<file path="config.mk">
export PLATFORM = sky130hd
export DESIGN_NAME = sbgsl_top
export DESIGN_NICKNAME = d
export VERILOG_FILES = /design/src/verilog/sbgsl_pkg.sv /design/src/verilog/sbgsl_ms_timer.sv /design/src/verilog/sbgsl_top.sv
export SDC_FILE = /design/constraint.sdc
export NUM_CORES = 1
export LEC_CHECK = 0
export BUFFER_PORTS_ARGS = -buffer_cell sky130_fd_sc_hd__buf_4
export CORE_ASPECT_RATIO = 0.6
export CORE_MARGIN = 1.5
export CORE_UTILIZATION = 65
export DETAILED_ROUTE_END_ITERATION = 10
export PLACE_DENSITY = 0.84
export SLEW_MARGIN = 20
export SYNTH_ARGS = -nofsm -noshare
export SYNTH_HDL_FRONTEND = slang
export SYNTH_SLANG_ARGS = --single-unit
</file>
<file path="constraint.sdc">
create_clock -name clk_sys -period 19.85 [get_ports clk_sys]
set_input_delay 4.9625 -clock clk_sys [delete_from_list [all_inputs] [get_ports clk_sys]]
set_output_delay 4.9625 -clock clk_sys [all_outputs]
set_load 0.02 [all_outputs]
</file>
<file path="src/verilog/sbgsl_pkg.sv">
// constants for the servo brake, gear and speed logic
package sbgsl_pkg;
    localparam logic [9:0] OFS_BRAKE_ON_DELAY = 10'h154;
    localparam logic [9:0] OFS_BRAKE_OFF_DELAY = 10'h156;
    localparam logic [9:0] OFS_GEAR_NUM = 10'h158;
    localparam logic [9:0] OFS_ENC_PULSES = 10'h15c;
    localparam logic [9:0] OFS_SPEED_RANGE = 10'h15e;
    localparam logic [9:0] OFS_RSVD_A = 10'h160;
    localparam logic [9:0] OFS_RSVD_B = 10'h162;
    localparam logic [9:0] OFS_RSVD_C = 10'h164;
    localparam logic [9:0] OFS_RSVD_D = 10'h166;
    localparam logic [9:0] OFS_REGEN_RES = 10'h168;
    localparam logic [9:0] OFS_GEAR_DEN = 10'h180;
    localparam logic [9:0] OFS_ZERO_SPEED = 10'h184;
    localparam logic [9:0] OFS_ENC_SPEED_LIMIT = 10'h188;
    localparam logic [9:0] OFS_CONTROL = 10'h18c;
    localparam logic [9:0] OFS_STATUS = 10'h190;
    localparam logic [9:0] OFS_IRQ_STATUS = 10'h194;
    localparam logic [9:0] OFS_IRQ_MASK = 10'h198;
    localparam logic [9:0] OFS_GEAR_ALT0 = 10'h19c;
    localparam logic [9:0] OFS_GEAR_ALT1 = 10'h1a0;
    localparam logic [9:0] OFS_GEAR_ALT2 = 10'h1a4;
    localparam logic [15:0] RST_BRAKE_ON_DELAY = 16'h0000;
    localparam logic [15:0] RST_BRAKE_OFF_DELAY = 16'h0000;
    localparam logic [31:0] RST_GEAR_NUM = 32'h0000_0010;
    localparam logic [31:0] RST_GEAR_DEN = 32'h0000_000a;
    localparam logic [31:0] RST_ENC_PULSES = 32'h0000_09c4;
    localparam logic [15:0] RST_SPEED_RANGE = 16'h000a;
    localparam logic [15:0] RST_REGEN_RES = 16'h0064;
    localparam logic [15:0] RST_ZERO_SPEED = 16'h0064;
    localparam logic [15:0] RST_ENC_SPEED_LIMIT = 16'h1388;
    localparam logic [31:0] GEAR_NUM_MAX = 32'h03ff_ffff;
    localparam logic [31:0] GEAR_DEN_MAX = 32'h7fff_ffff;
    localparam logic [31:0] ENC_PULSES_MIN = 32'h0000_0004;
    localparam logic [31:0] ENC_PULSES_MAX = 32'h0000_9c40;
    localparam logic [15:0] BRAKE_ON_MAX = 16'h03e8;
    localparam logic [15:0] SPEED_RANGE_MAX = 16'h012c;
    localparam logic [15:0] REGEN_MIN = 16'h000a;
    localparam logic [15:0] REGEN_MAX = 16'h02ee;
    localparam logic [7:0] EXCLUDED_FAULT_CODE = 8'h16;
    localparam logic [7:0] SPEED_REACHED_DO_CODE = 8'h19;
    localparam int CLK_HZ = 40_000_000;
    localparam int MS_PER_S = 1000;
    localparam logic [15:0] CYCLES_PER_MS = 16'(CLK_HZ / MS_PER_S);
    // control register bits
    localparam int CTL_SERVO_ON = 0;
    localparam int CTL_PULSE_MODE = 1;
    localparam int CTL_GEAR_SEL_LO = 2;
    // status and interrupt bits
    localparam int ST_BRAKE = 0;
    localparam int ST_SPEED_OK = 1;
    localparam int ST_ENC_FAULT = 2;
    localparam int ST_ZERO_SPEED = 3;
    localparam int ST_WR_REFUSED = 4;
    localparam int IRQ_W = 4;
    typedef enum logic [1:0] {
        BRK_ENGAGED = 2'b00,
        BRK_ON_WAIT = 2'b01,
        BRK_RELEASED = 2'b10,
        BRK_OFF_WAIT = 2'b11
    } sbgsl_brake_type;
endpackage

</file>
<file path="src/verilog/sbgsl_ms_timer.sv">
// millisecond timer counting down a programmed delay
`timescale 1ns/1ps
module sbgsl_ms_timer
(
    input wire logic clk_sys,
    input wire logic reset_n,
    input wire logic start,
    input wire logic [15:0] delay_ms,
    output logic done
);
    import sbgsl_pkg::*;
    logic [15:0] pre_r;
    logic [15:0] ms_r;
    logic run_r;

    always_ff @(posedge clk_sys or negedge reset_n)
    begin
        if (!reset_n)
        begin
            pre_r <= 16'h0000;
            ms_r <= 16'h0000;
            run_r <= 1'b0;
        end
        else if (start)
        begin
            pre_r <= CYCLES_PER_MS - 16'h0001;
            ms_r <= delay_ms;
            run_r <= 1'b1;
        end
        else if (run_r && ms_r != 16'h0000)
        begin
            if (pre_r == 16'h0000)
            begin
                pre_r <= CYCLES_PER_MS - 16'h0001;
                ms_r <= ms_r - 16'h0001;
            end
            else
            begin
                pre_r <= pre_r - 16'h0001;
            end
        end
    end

    assign done = run_r && ms_r == 16'h0000 && !start;
endmodule // sbgsl_ms_timer

</file>
<file path="src/verilog/sbgsl_top.sv">
// brake, gear, encoder output and speed-reached logic
// Notes on behaviour
// - release brake after on-delay following servo-on
// - engage brake after signed off-delay on servo-off
// - zero speed during off-delay engages brake early
// - off-delay expiry engages brake regardless of speed
// - fault (except EXCLUDED_FAULT_CODE) or estop servo-off clamps negative delay
// - hold gear numerator, alternates selectable
// - hold gear denominator
// - pulse mode: numerator writes only when servo on
// - pulse mode: denominator writes refused when servo on
// - emit programmed encoder pulses per revolution
// - encoder fault on error or overspeed
// - speed reached when error within range
// - error uses unramped user speed command
// - zero range forces speed reached off
// - store regen resistance within range
// - zero speed when at or below range
//
// The strobed register port was chosen for this implementation.
`timescale 1ns/1ps
module sbgsl_top
(
    input wire logic clk_sys,
    input wire logic reset_n,
    input wire logic [9:0] reg_addr,
    input wire logic [31:0] reg_wdata,
    input wire logic reg_wr,
    input wire logic reg_rd,
    output logic [31:0] reg_rdata,
    input wire logic fault_active,
    input wire logic [7:0] fault_code,
    input wire logic emergency_stop_input,
    input wire logic encoder_error,
    input wire logic [15:0] motor_speed,
    input wire logic [15:0] user_speed_cmd,
    input wire logic [15:0] feedback_speed,
    input wire logic pulse_in,
    input wire logic enc_tick,
    output logic brake_release_output,
    output logic speed_reached_output,
    output logic zero_speed_signal,
    output logic encoder_output_fault,
    output logic pos_cmd_pulse,
    output logic enc_out_pulse,
    output logic irq
);
    import sbgsl_pkg::*;

    logic [15:0] brake_on_delay_r;
    logic [15:0] brake_off_delay_r;
    logic [31:0] gear_num_r [4];
    logic [31:0] gear_den_r;
    logic [31:0] enc_pulses_r;
    logic [15:0] speed_range_r;
    logic [15:0] regen_res_r;
    logic [15:0] zero_speed_r;
    logic [15:0] enc_limit_r;
    logic [3:0] control_r;
    logic [IRQ_W-1:0] irq_status_r;
    logic [IRQ_W-1:0] irq_mask_r;
    logic refused_r;
    sbgsl_brake_type brake_state_r;
    sbgsl_brake_type brake_state_nxt;
    logic servo_on_d_r;
    logic timer_start;
    logic timer_done;
    logic [15:0] timer_delay;
    logic servo_on;
    logic pos_mode;
    logic [1:0] gear_sel;
    logic wr_num_ok;
    logic wr_den_ok;
    logic fault_stop;
    logic [15:0] off_delay_eff;
    logic speed_ok_raw;
    logic enc_fault_raw;
    logic [15:0] speed_err;
    logic [IRQ_W-1:0] irq_event;

    assign servo_on = control_r[CTL_SERVO_ON];
    assign pos_mode = control_r[CTL_PULSE_MODE];
    assign gear_sel = control_r[CTL_GEAR_SEL_LO+1:CTL_GEAR_SEL_LO];
    assign wr_num_ok = !pos_mode || servo_on;
    assign wr_den_ok = !(pos_mode && servo_on);

    // out-of-range writes are ignored, not clipped
    always_ff @(posedge clk_sys or negedge reset_n)
    begin
        if (!reset_n)
        begin
            brake_on_delay_r <= RST_BRAKE_ON_DELAY;
            brake_off_delay_r <= RST_BRAKE_OFF_DELAY;
            gear_num_r[0] <= RST_GEAR_NUM;
            gear_num_r[1] <= RST_GEAR_NUM;
            gear_num_r[2] <= RST_GEAR_NUM;
            gear_num_r[3] <= RST_GEAR_NUM;
            gear_den_r <= RST_GEAR_DEN;
            enc_pulses_r <= RST_ENC_PULSES;
            speed_range_r <= RST_SPEED_RANGE;
            regen_res_r <= RST_REGEN_RES;
            zero_speed_r <= RST_ZERO_SPEED;
            enc_limit_r <= RST_ENC_SPEED_LIMIT;
            control_r <= 4'h0;
            irq_mask_r <= '0;
            refused_r <= 1'b0;
        end
        else
        begin
            refused_r <= 1'b0;
            if (reg_wr)
            begin
                unique case (reg_addr)
                    OFS_BRAKE_ON_DELAY:
                        if (reg_wdata[15:0] <= BRAKE_ON_MAX)
                            brake_on_delay_r <= reg_wdata[15:0];
                    OFS_BRAKE_OFF_DELAY:
                        if ($signed(reg_wdata[15:0]) >= -16'sd1000
                            && $signed(reg_wdata[15:0]) <= 16'sd1000)
                            brake_off_delay_r <= reg_wdata[15:0];
                    OFS_GEAR_NUM, OFS_GEAR_ALT0, OFS_GEAR_ALT1, OFS_GEAR_ALT2:
                    begin
                        if (!wr_num_ok)
                            refused_r <= 1'b1;
                        else if (reg_wdata inside {[32'h0000_0001:GEAR_NUM_MAX]})
                        begin
                            if (reg_addr == OFS_GEAR_NUM)
                                gear_num_r[0] <= reg_wdata;
                            else if (reg_addr == OFS_GEAR_ALT0)
                                gear_num_r[1] <= reg_wdata;
                            else if (reg_addr == OFS_GEAR_ALT1)
                                gear_num_r[2] <= reg_wdata;
                            else
                                gear_num_r[3] <= reg_wdata;
                        end
                    end
                    OFS_GEAR_DEN:
                    begin
                        if (!wr_den_ok)
                            refused_r <= 1'b1;
                        else if (reg_wdata inside {[32'h0000_0001:GEAR_DEN_MAX]})
                            gear_den_r <= reg_wdata;
                    end
                    OFS_ENC_PULSES:
                        if (reg_wdata >= ENC_PULSES_MIN && reg_wdata <= ENC_PULSES_MAX)
                            enc_pulses_r <= reg_wdata;
                    OFS_SPEED_RANGE:
                        if (reg_wdata[15:0] <= SPEED_RANGE_MAX)
                            speed_range_r <= reg_wdata[15:0];
                    OFS_REGEN_RES:
                        if (reg_wdata[15:0] >= REGEN_MIN && reg_wdata[15:0] <= REGEN_MAX)
                            regen_res_r <= reg_wdata[15:0];
                    OFS_ZERO_SPEED: zero_speed_r <= reg_wdata[15:0];
                    OFS_ENC_SPEED_LIMIT: enc_limit_r <= reg_wdata[15:0];
                    OFS_CONTROL: control_r <= reg_wdata[3:0];
                    OFS_IRQ_MASK: irq_mask_r <= reg_wdata[IRQ_W-1:0];
                    default: ;
                endcase
            end
        end
    end

    // read data one cycle after the strobe, zero otherwise
    always_ff @(posedge clk_sys or negedge reset_n)
    begin
        if (!reset_n)
            reg_rdata <= 32'h0000_0000;
        else if (!reg_rd)
            reg_rdata <= 32'h0000_0000;
        else
        begin
            unique case (reg_addr)
                OFS_BRAKE_ON_DELAY: reg_rdata <= 32'(brake_on_delay_r);
                OFS_BRAKE_OFF_DELAY: reg_rdata <= 32'(brake_off_delay_r);
                OFS_GEAR_NUM: reg_rdata <= gear_num_r[0];
                OFS_GEAR_ALT0: reg_rdata <= gear_num_r[1];
                OFS_GEAR_ALT1: reg_rdata <= gear_num_r[2];
                OFS_GEAR_ALT2: reg_rdata <= gear_num_r[3];
                OFS_GEAR_DEN: reg_rdata <= gear_den_r;
                OFS_ENC_PULSES: reg_rdata <= enc_pulses_r;
                OFS_SPEED_RANGE: reg_rdata <= 32'(speed_range_r);
                OFS_REGEN_RES: reg_rdata <= 32'(regen_res_r);
                OFS_ZERO_SPEED: reg_rdata <= 32'(zero_speed_r);
                OFS_ENC_SPEED_LIMIT: reg_rdata <= 32'(enc_limit_r);
                OFS_CONTROL: reg_rdata <= 32'(control_r);
                OFS_STATUS: reg_rdata <= 32'({zero_speed_signal,
                    encoder_output_fault, speed_reached_output, brake_release_output});
                OFS_IRQ_STATUS: reg_rdata <= 32'(irq_status_r);
                OFS_IRQ_MASK: reg_rdata <= 32'(irq_mask_r);
                default: reg_rdata <= 32'h0000_0000;
            endcase
        end
    end

    // speed comparisons; speeds are unsigned magnitudes
    always_ff @(posedge clk_sys or negedge reset_n)
    begin
        if (!reset_n)
        begin
            zero_speed_signal <= 1'b0;
            speed_reached_output <= 1'b0;
            encoder_output_fault <= 1'b0;
        end
        else
        begin
            zero_speed_signal <= motor_speed <= zero_speed_r;
            speed_reached_output <= speed_ok_raw;
            encoder_output_fault <= enc_fault_raw;
        end
    end

    // the user command, not the ramped loop command, feeds the error
    assign speed_err = (user_speed_cmd >= feedback_speed) ?
        user_speed_cmd - feedback_speed : feedback_speed - user_speed_cmd;
    assign speed_ok_raw = speed_range_r != 16'h0000
        && speed_err <= speed_range_r;
    assign enc_fault_raw = encoder_error || motor_speed > enc_limit_r;

    // brake sequencer
    assign fault_stop = (fault_active && fault_code != EXCLUDED_FAULT_CODE)
        || emergency_stop_input;
    // a negative off-delay only means early engage for a normal stop
    assign off_delay_eff = brake_off_delay_r[15] ? 16'h0000 : brake_off_delay_r;
    assign timer_delay = servo_on ? brake_on_delay_r : off_delay_eff;
    assign timer_start = servo_on != servo_on_d_r;

    sbgsl_ms_timer u_timer
    (
        .clk_sys(clk_sys),
        .reset_n(reset_n),
        .start(timer_start),
        .delay_ms(timer_delay),
        .done(timer_done)
    );

    always_comb
    begin
        brake_state_nxt = brake_state_r;
        unique case (brake_state_r)
            BRK_ENGAGED:
                if (servo_on)
                    brake_state_nxt = BRK_ON_WAIT;
            BRK_ON_WAIT:
                if (!servo_on)
                    brake_state_nxt = BRK_ENGAGED;
                else if (timer_done)
                    brake_state_nxt = BRK_RELEASED;
            BRK_RELEASED:
                if (!servo_on)
                begin
                    if (brake_off_delay_r[15] && !fault_stop)
                        brake_state_nxt = BRK_ENGAGED;
                    else
                        brake_state_nxt = BRK_OFF_WAIT;
                end
            BRK_OFF_WAIT:
                if (servo_on)
                    brake_state_nxt = BRK_ON_WAIT;
                else if (zero_speed_signal)
                    brake_state_nxt = BRK_ENGAGED;
                else if (timer_done)
                    brake_state_nxt = BRK_ENGAGED;
        endcase
    end

    always_ff @(posedge clk_sys or negedge reset_n)
    begin
        if (!reset_n)
        begin
            brake_state_r <= BRK_ENGAGED;
            servo_on_d_r <= 1'b0;
        end
        else
        begin
            brake_state_r <= brake_state_nxt;
            servo_on_d_r <= servo_on;
        end
    end

    assign brake_release_output = brake_state_r == BRK_RELEASED
        || brake_state_r == BRK_OFF_WAIT;

    // gear: add N per input pulse, emit one per M
    logic [32:0] gear_acc_r;
    logic [32:0] gear_sum;
    assign gear_sum = gear_acc_r + (pulse_in ? {1'b0, gear_num_r[gear_sel]} : 33'h0);
    always_ff @(posedge clk_sys or negedge reset_n)
    begin
        if (!reset_n)
        begin
            gear_acc_r <= '0;
            pos_cmd_pulse <= 1'b0;
        end
        else if (gear_sum >= {1'b0, gear_den_r})
        begin
            // one output per cycle; no ratio bound, excess stays in gear_acc_r as backlog
            gear_acc_r <= gear_sum - {1'b0, gear_den_r};
            pos_cmd_pulse <= 1'b1;
        end
        else
        begin
            gear_acc_r <= gear_sum;
            pos_cmd_pulse <= 1'b0;
        end
    end

    // encoder output: enc_tick is a 1/65536-revolution step
    logic [32:0] enc_acc_r;
    logic [32:0] enc_sum;
    assign enc_sum = enc_acc_r + (enc_tick ? {1'b0, enc_pulses_r} : 33'h0);
    always_ff @(posedge clk_sys or negedge reset_n)
    begin
        if (!reset_n)
        begin
            enc_acc_r <= '0;
            enc_out_pulse <= 1'b0;
        end
        else if (enc_sum >= 33'h0_0001_0000)
        begin
            enc_acc_r <= enc_sum - 33'h0_0001_0000;
            enc_out_pulse <= !encoder_output_fault;
        end
        else
        begin
            enc_acc_r <= enc_sum;
            enc_out_pulse <= 1'b0;
        end
    end

    // sticky interrupt status; set wins over the read clear
    assign irq_event[ST_BRAKE] = brake_state_r != brake_state_nxt;
    assign irq_event[ST_SPEED_OK] = speed_ok_raw && !speed_reached_output;
    assign irq_event[ST_ENC_FAULT] = enc_fault_raw && !encoder_output_fault;
    assign irq_event[ST_ZERO_SPEED] = refused_r;
    always_ff @(posedge clk_sys or negedge reset_n)
    begin
        if (!reset_n)
            irq_status_r <= '0;
        else if (reg_rd && reg_addr == OFS_IRQ_STATUS)
            irq_status_r <= irq_event;
        else
            irq_status_r <= irq_status_r | irq_event;
    end
    assign irq = |(irq_status_r & irq_mask_r);
endmodule // sbgsl_top

</file>
==> metrics.csv <==
metric,value,unit
status,finished clean,
synth_fa_ha_area_frac,0.0831,
fin_nets,3231,
start_util,0.668,
rsz0062_at_grt,false,
finalCritPeriodShare,0.524,
wl_per_cell,24.8,um
synthCells,2869,
holdBufCountCts,0,
drt_first_pass_iters,7,
crit_family,compound AO/OA/AOI/OAI gates,
final_core_util,0.737,
cts_sinks,440,
critical_path_class,in -> reg,
synth_compound_area_frac,0.189,
numCtsBuffers,42,
first_global_vias,24200,
yosys.area.top_type,dfrtp_1,
yosysTopAreaCellShare,0.368,
ios,146,
coreArea,0.0424,sq mm
via_per_inst,6.88,
drive_above_1_share,0.182,
syn-num-nets,3161,
use_met2,0.599,
syn_avg_cell_area,9.87,sq um
use_met1,0.537,
gr-total-overflow,0,
cts_setup_buffers,0,
yosys.area_share.simple,0.137,
synth-xor-area-share,0.0297,
synth.distinct_cells,94,
path_buf_inv,3,
synthMuxAreaShare,0.128,
vias,24400,
busiest_layer,met2,
yosysSeqAreaShare,0.390,
cp_max_fo,32,
required,20.29,ns
holdWs,0.463,ns
placed_cells,3464,
synth_common_cells,"dfrtp_1 (416), mux2_2 (200), ha_1 (180), inv_1 (173), nand2_1 (169)",
hold_viol,0,
synth_warnings,0,
n_fill_cell,3030,
grtUsageMet3,0.0971,
clkLatencyLatePin,0.57,ns
setup_viol,0,
worstMarginPinSlew,1.09,ns
die_area,0.0449,sq mm
area_delta_synth_final,10.4,%
gp_congestion,0.972,
drt_iter0_markers,2782,
p_leak,15.2,nW
path_clk_slew,0.07,ns
h-tree-depth,2,
max_stage_delay,0.76,ns
post-dp-hpwl,63000,um
grt_max_degree,134,
ff_latch_area,0.0110,sq mm
fmax,96.1,MHz
synth.area.top_cells,"dfrtp_1 (37%), ha_1 (8.0%), mux2_2 (8.0%)",
synth_top_family_by_area,compound AO/OA/AOI/OAI gates,
globalRouteTotalUtil,0.393,
ys_ff_latch,440,
cp.arrival,10.85,ns
post-synth-top-count-cell,dfrtp_1,
rows,58,
drc_errors,0,
wirelength,87800,um
p_total,2.09,mW
crit_slowest_cell,nor2_4,
root_buffer,clkbuf_16,
synth_area,0.0283,sq mm
grt_pass1_wl,136000,um
period_needed,10.41,ns
synthArstFlopShare,1.00,
hold_class,reg -> reg,
cts_tree,yes,
cts_resized,0,
drv_slew,0,
antenna_found_initial,0,
end_kind,flip-flop,
fin_cells,3544,
synth_edf_count,0,
skew,0.0199,ns
timing.setup.tns,0,ns
cts_buffer_depth,3,
final_antenna_net_count,0,
critPathLaunchType,input pin,
multiInputGateArea,0.0161,sq mm
power_density,66.9,mW/mm^2
die_h,165,um
io_buffers,145,
cap_violations,0,
relSlewSlack,0.271,
vdd_drop_max,0.0707,mV
die_w,272,um
synthFlopType,dfrtp_1,
[cell families (layout without fill, tap and decap cells)]
kind of cell | after synthesis | in the layout
compound gates | 791 | 791
other cells | 0 | 2
xor+xnor | 96 | 96
flops | 440 | 440
simple gates | 743 | 743
fa+ha+maj | 185 | 185
mux | 293 | 293
buf+inv | 321 | 424
[final timing paths]
path	slack, ns	cells after the start	start	end
min reg2reg	0.46	1	refused_r	irq_status_r[3]
min	0.46	1	refused_r	irq_status_r[3]
min in group asynchronous	4.45	1	reset_n	enc_acc_r[26]
max in group asynchronous	12.70	3	reset_n	control_r[2]
max reg2reg	12.39	23	control_r[2]	gear_acc_r[3]
max	9.44	25	pulse_in	gear_acc_r[3]
[through the flow]
step	area, sq um	setup slack [ns]
after floorplan	28300	10.14
after global placement	29800	9.25
after detailed placement	29800	9.03
after CTS	31200	9.57
after global routing	31200	9.02
final	31300	9.44
[per-layer routing]
metal  share of wire  wire length [um]
met1            0.41             35800
met2            0.44             38400
met3            0.11              9480
met4           0.047              4100
met5               0                 0
[worst register-to-register path, delay by kind of cell, from the launching register on]
kind | cells | cell delay (ns)
AOI/OAI and AO/OA | 10 | 2.34
and+or+nand+nor | 6 | 1.98
muxes | 2 | 1.04
adders and majority gates | 2 | 0.62
buffers and inverters | 2 | 0.61
DFF | 1 | 0.60
xor gates and xnor gates | 1 | 0.19
[cell usage in the layout, fill, tap and decap left out, drive strengths merged, types with 33 or more instances in the layout]
cell,synthesis,layout
nand4,33,33
a22oi,71,71
xnor2,59,59
xor2,37,37
buf,17,173
dfrtp,416,416
a31oi,54,54
a21oi,168,168
clkbuf,130,60
and2,91,91
mux2,231,231
nor2b,66,66
nand3,53,53
o21a,42,42
nor3,49,49
nor2,144,144
o21ai,152,152
a21o,75,75
ha,180,180
nand2,169,169
inv,174,176
[power by group]
group | switching [mW] | internal, mW
Clock | 0.363 | 0.482
Sequential | 0.0333 | 0.929
Combinational | 0.176 | 0.109
Total | 0.572 | 1.52
[flip-flops by register name, summed over array words and instances (netlist names), 32 cells and up]
name	flops
gear_acc_r	33
reg_rdata	32
enc_pulses_r	32
gear_den_r	32
enc_acc_r	33
gear_num_r	128
[cell type report]
| cell class | count | area share |
|---|---|---|
| multi-input combinational | 2108 | 0.516 |
| sequential | 440 | 0.353 |
| timing repair buffer | 173 | 0.0419 |
| clock buffer | 60 | 0.0378 |
| tap | 570 | 0.0228 |
| inverter | 174 | 0.0209 |
| clock inverter | 17 | 0.00717 |
| antenna | 2 | 0.000160 |
Note: power is estimated with default switching activity, not from simulation.
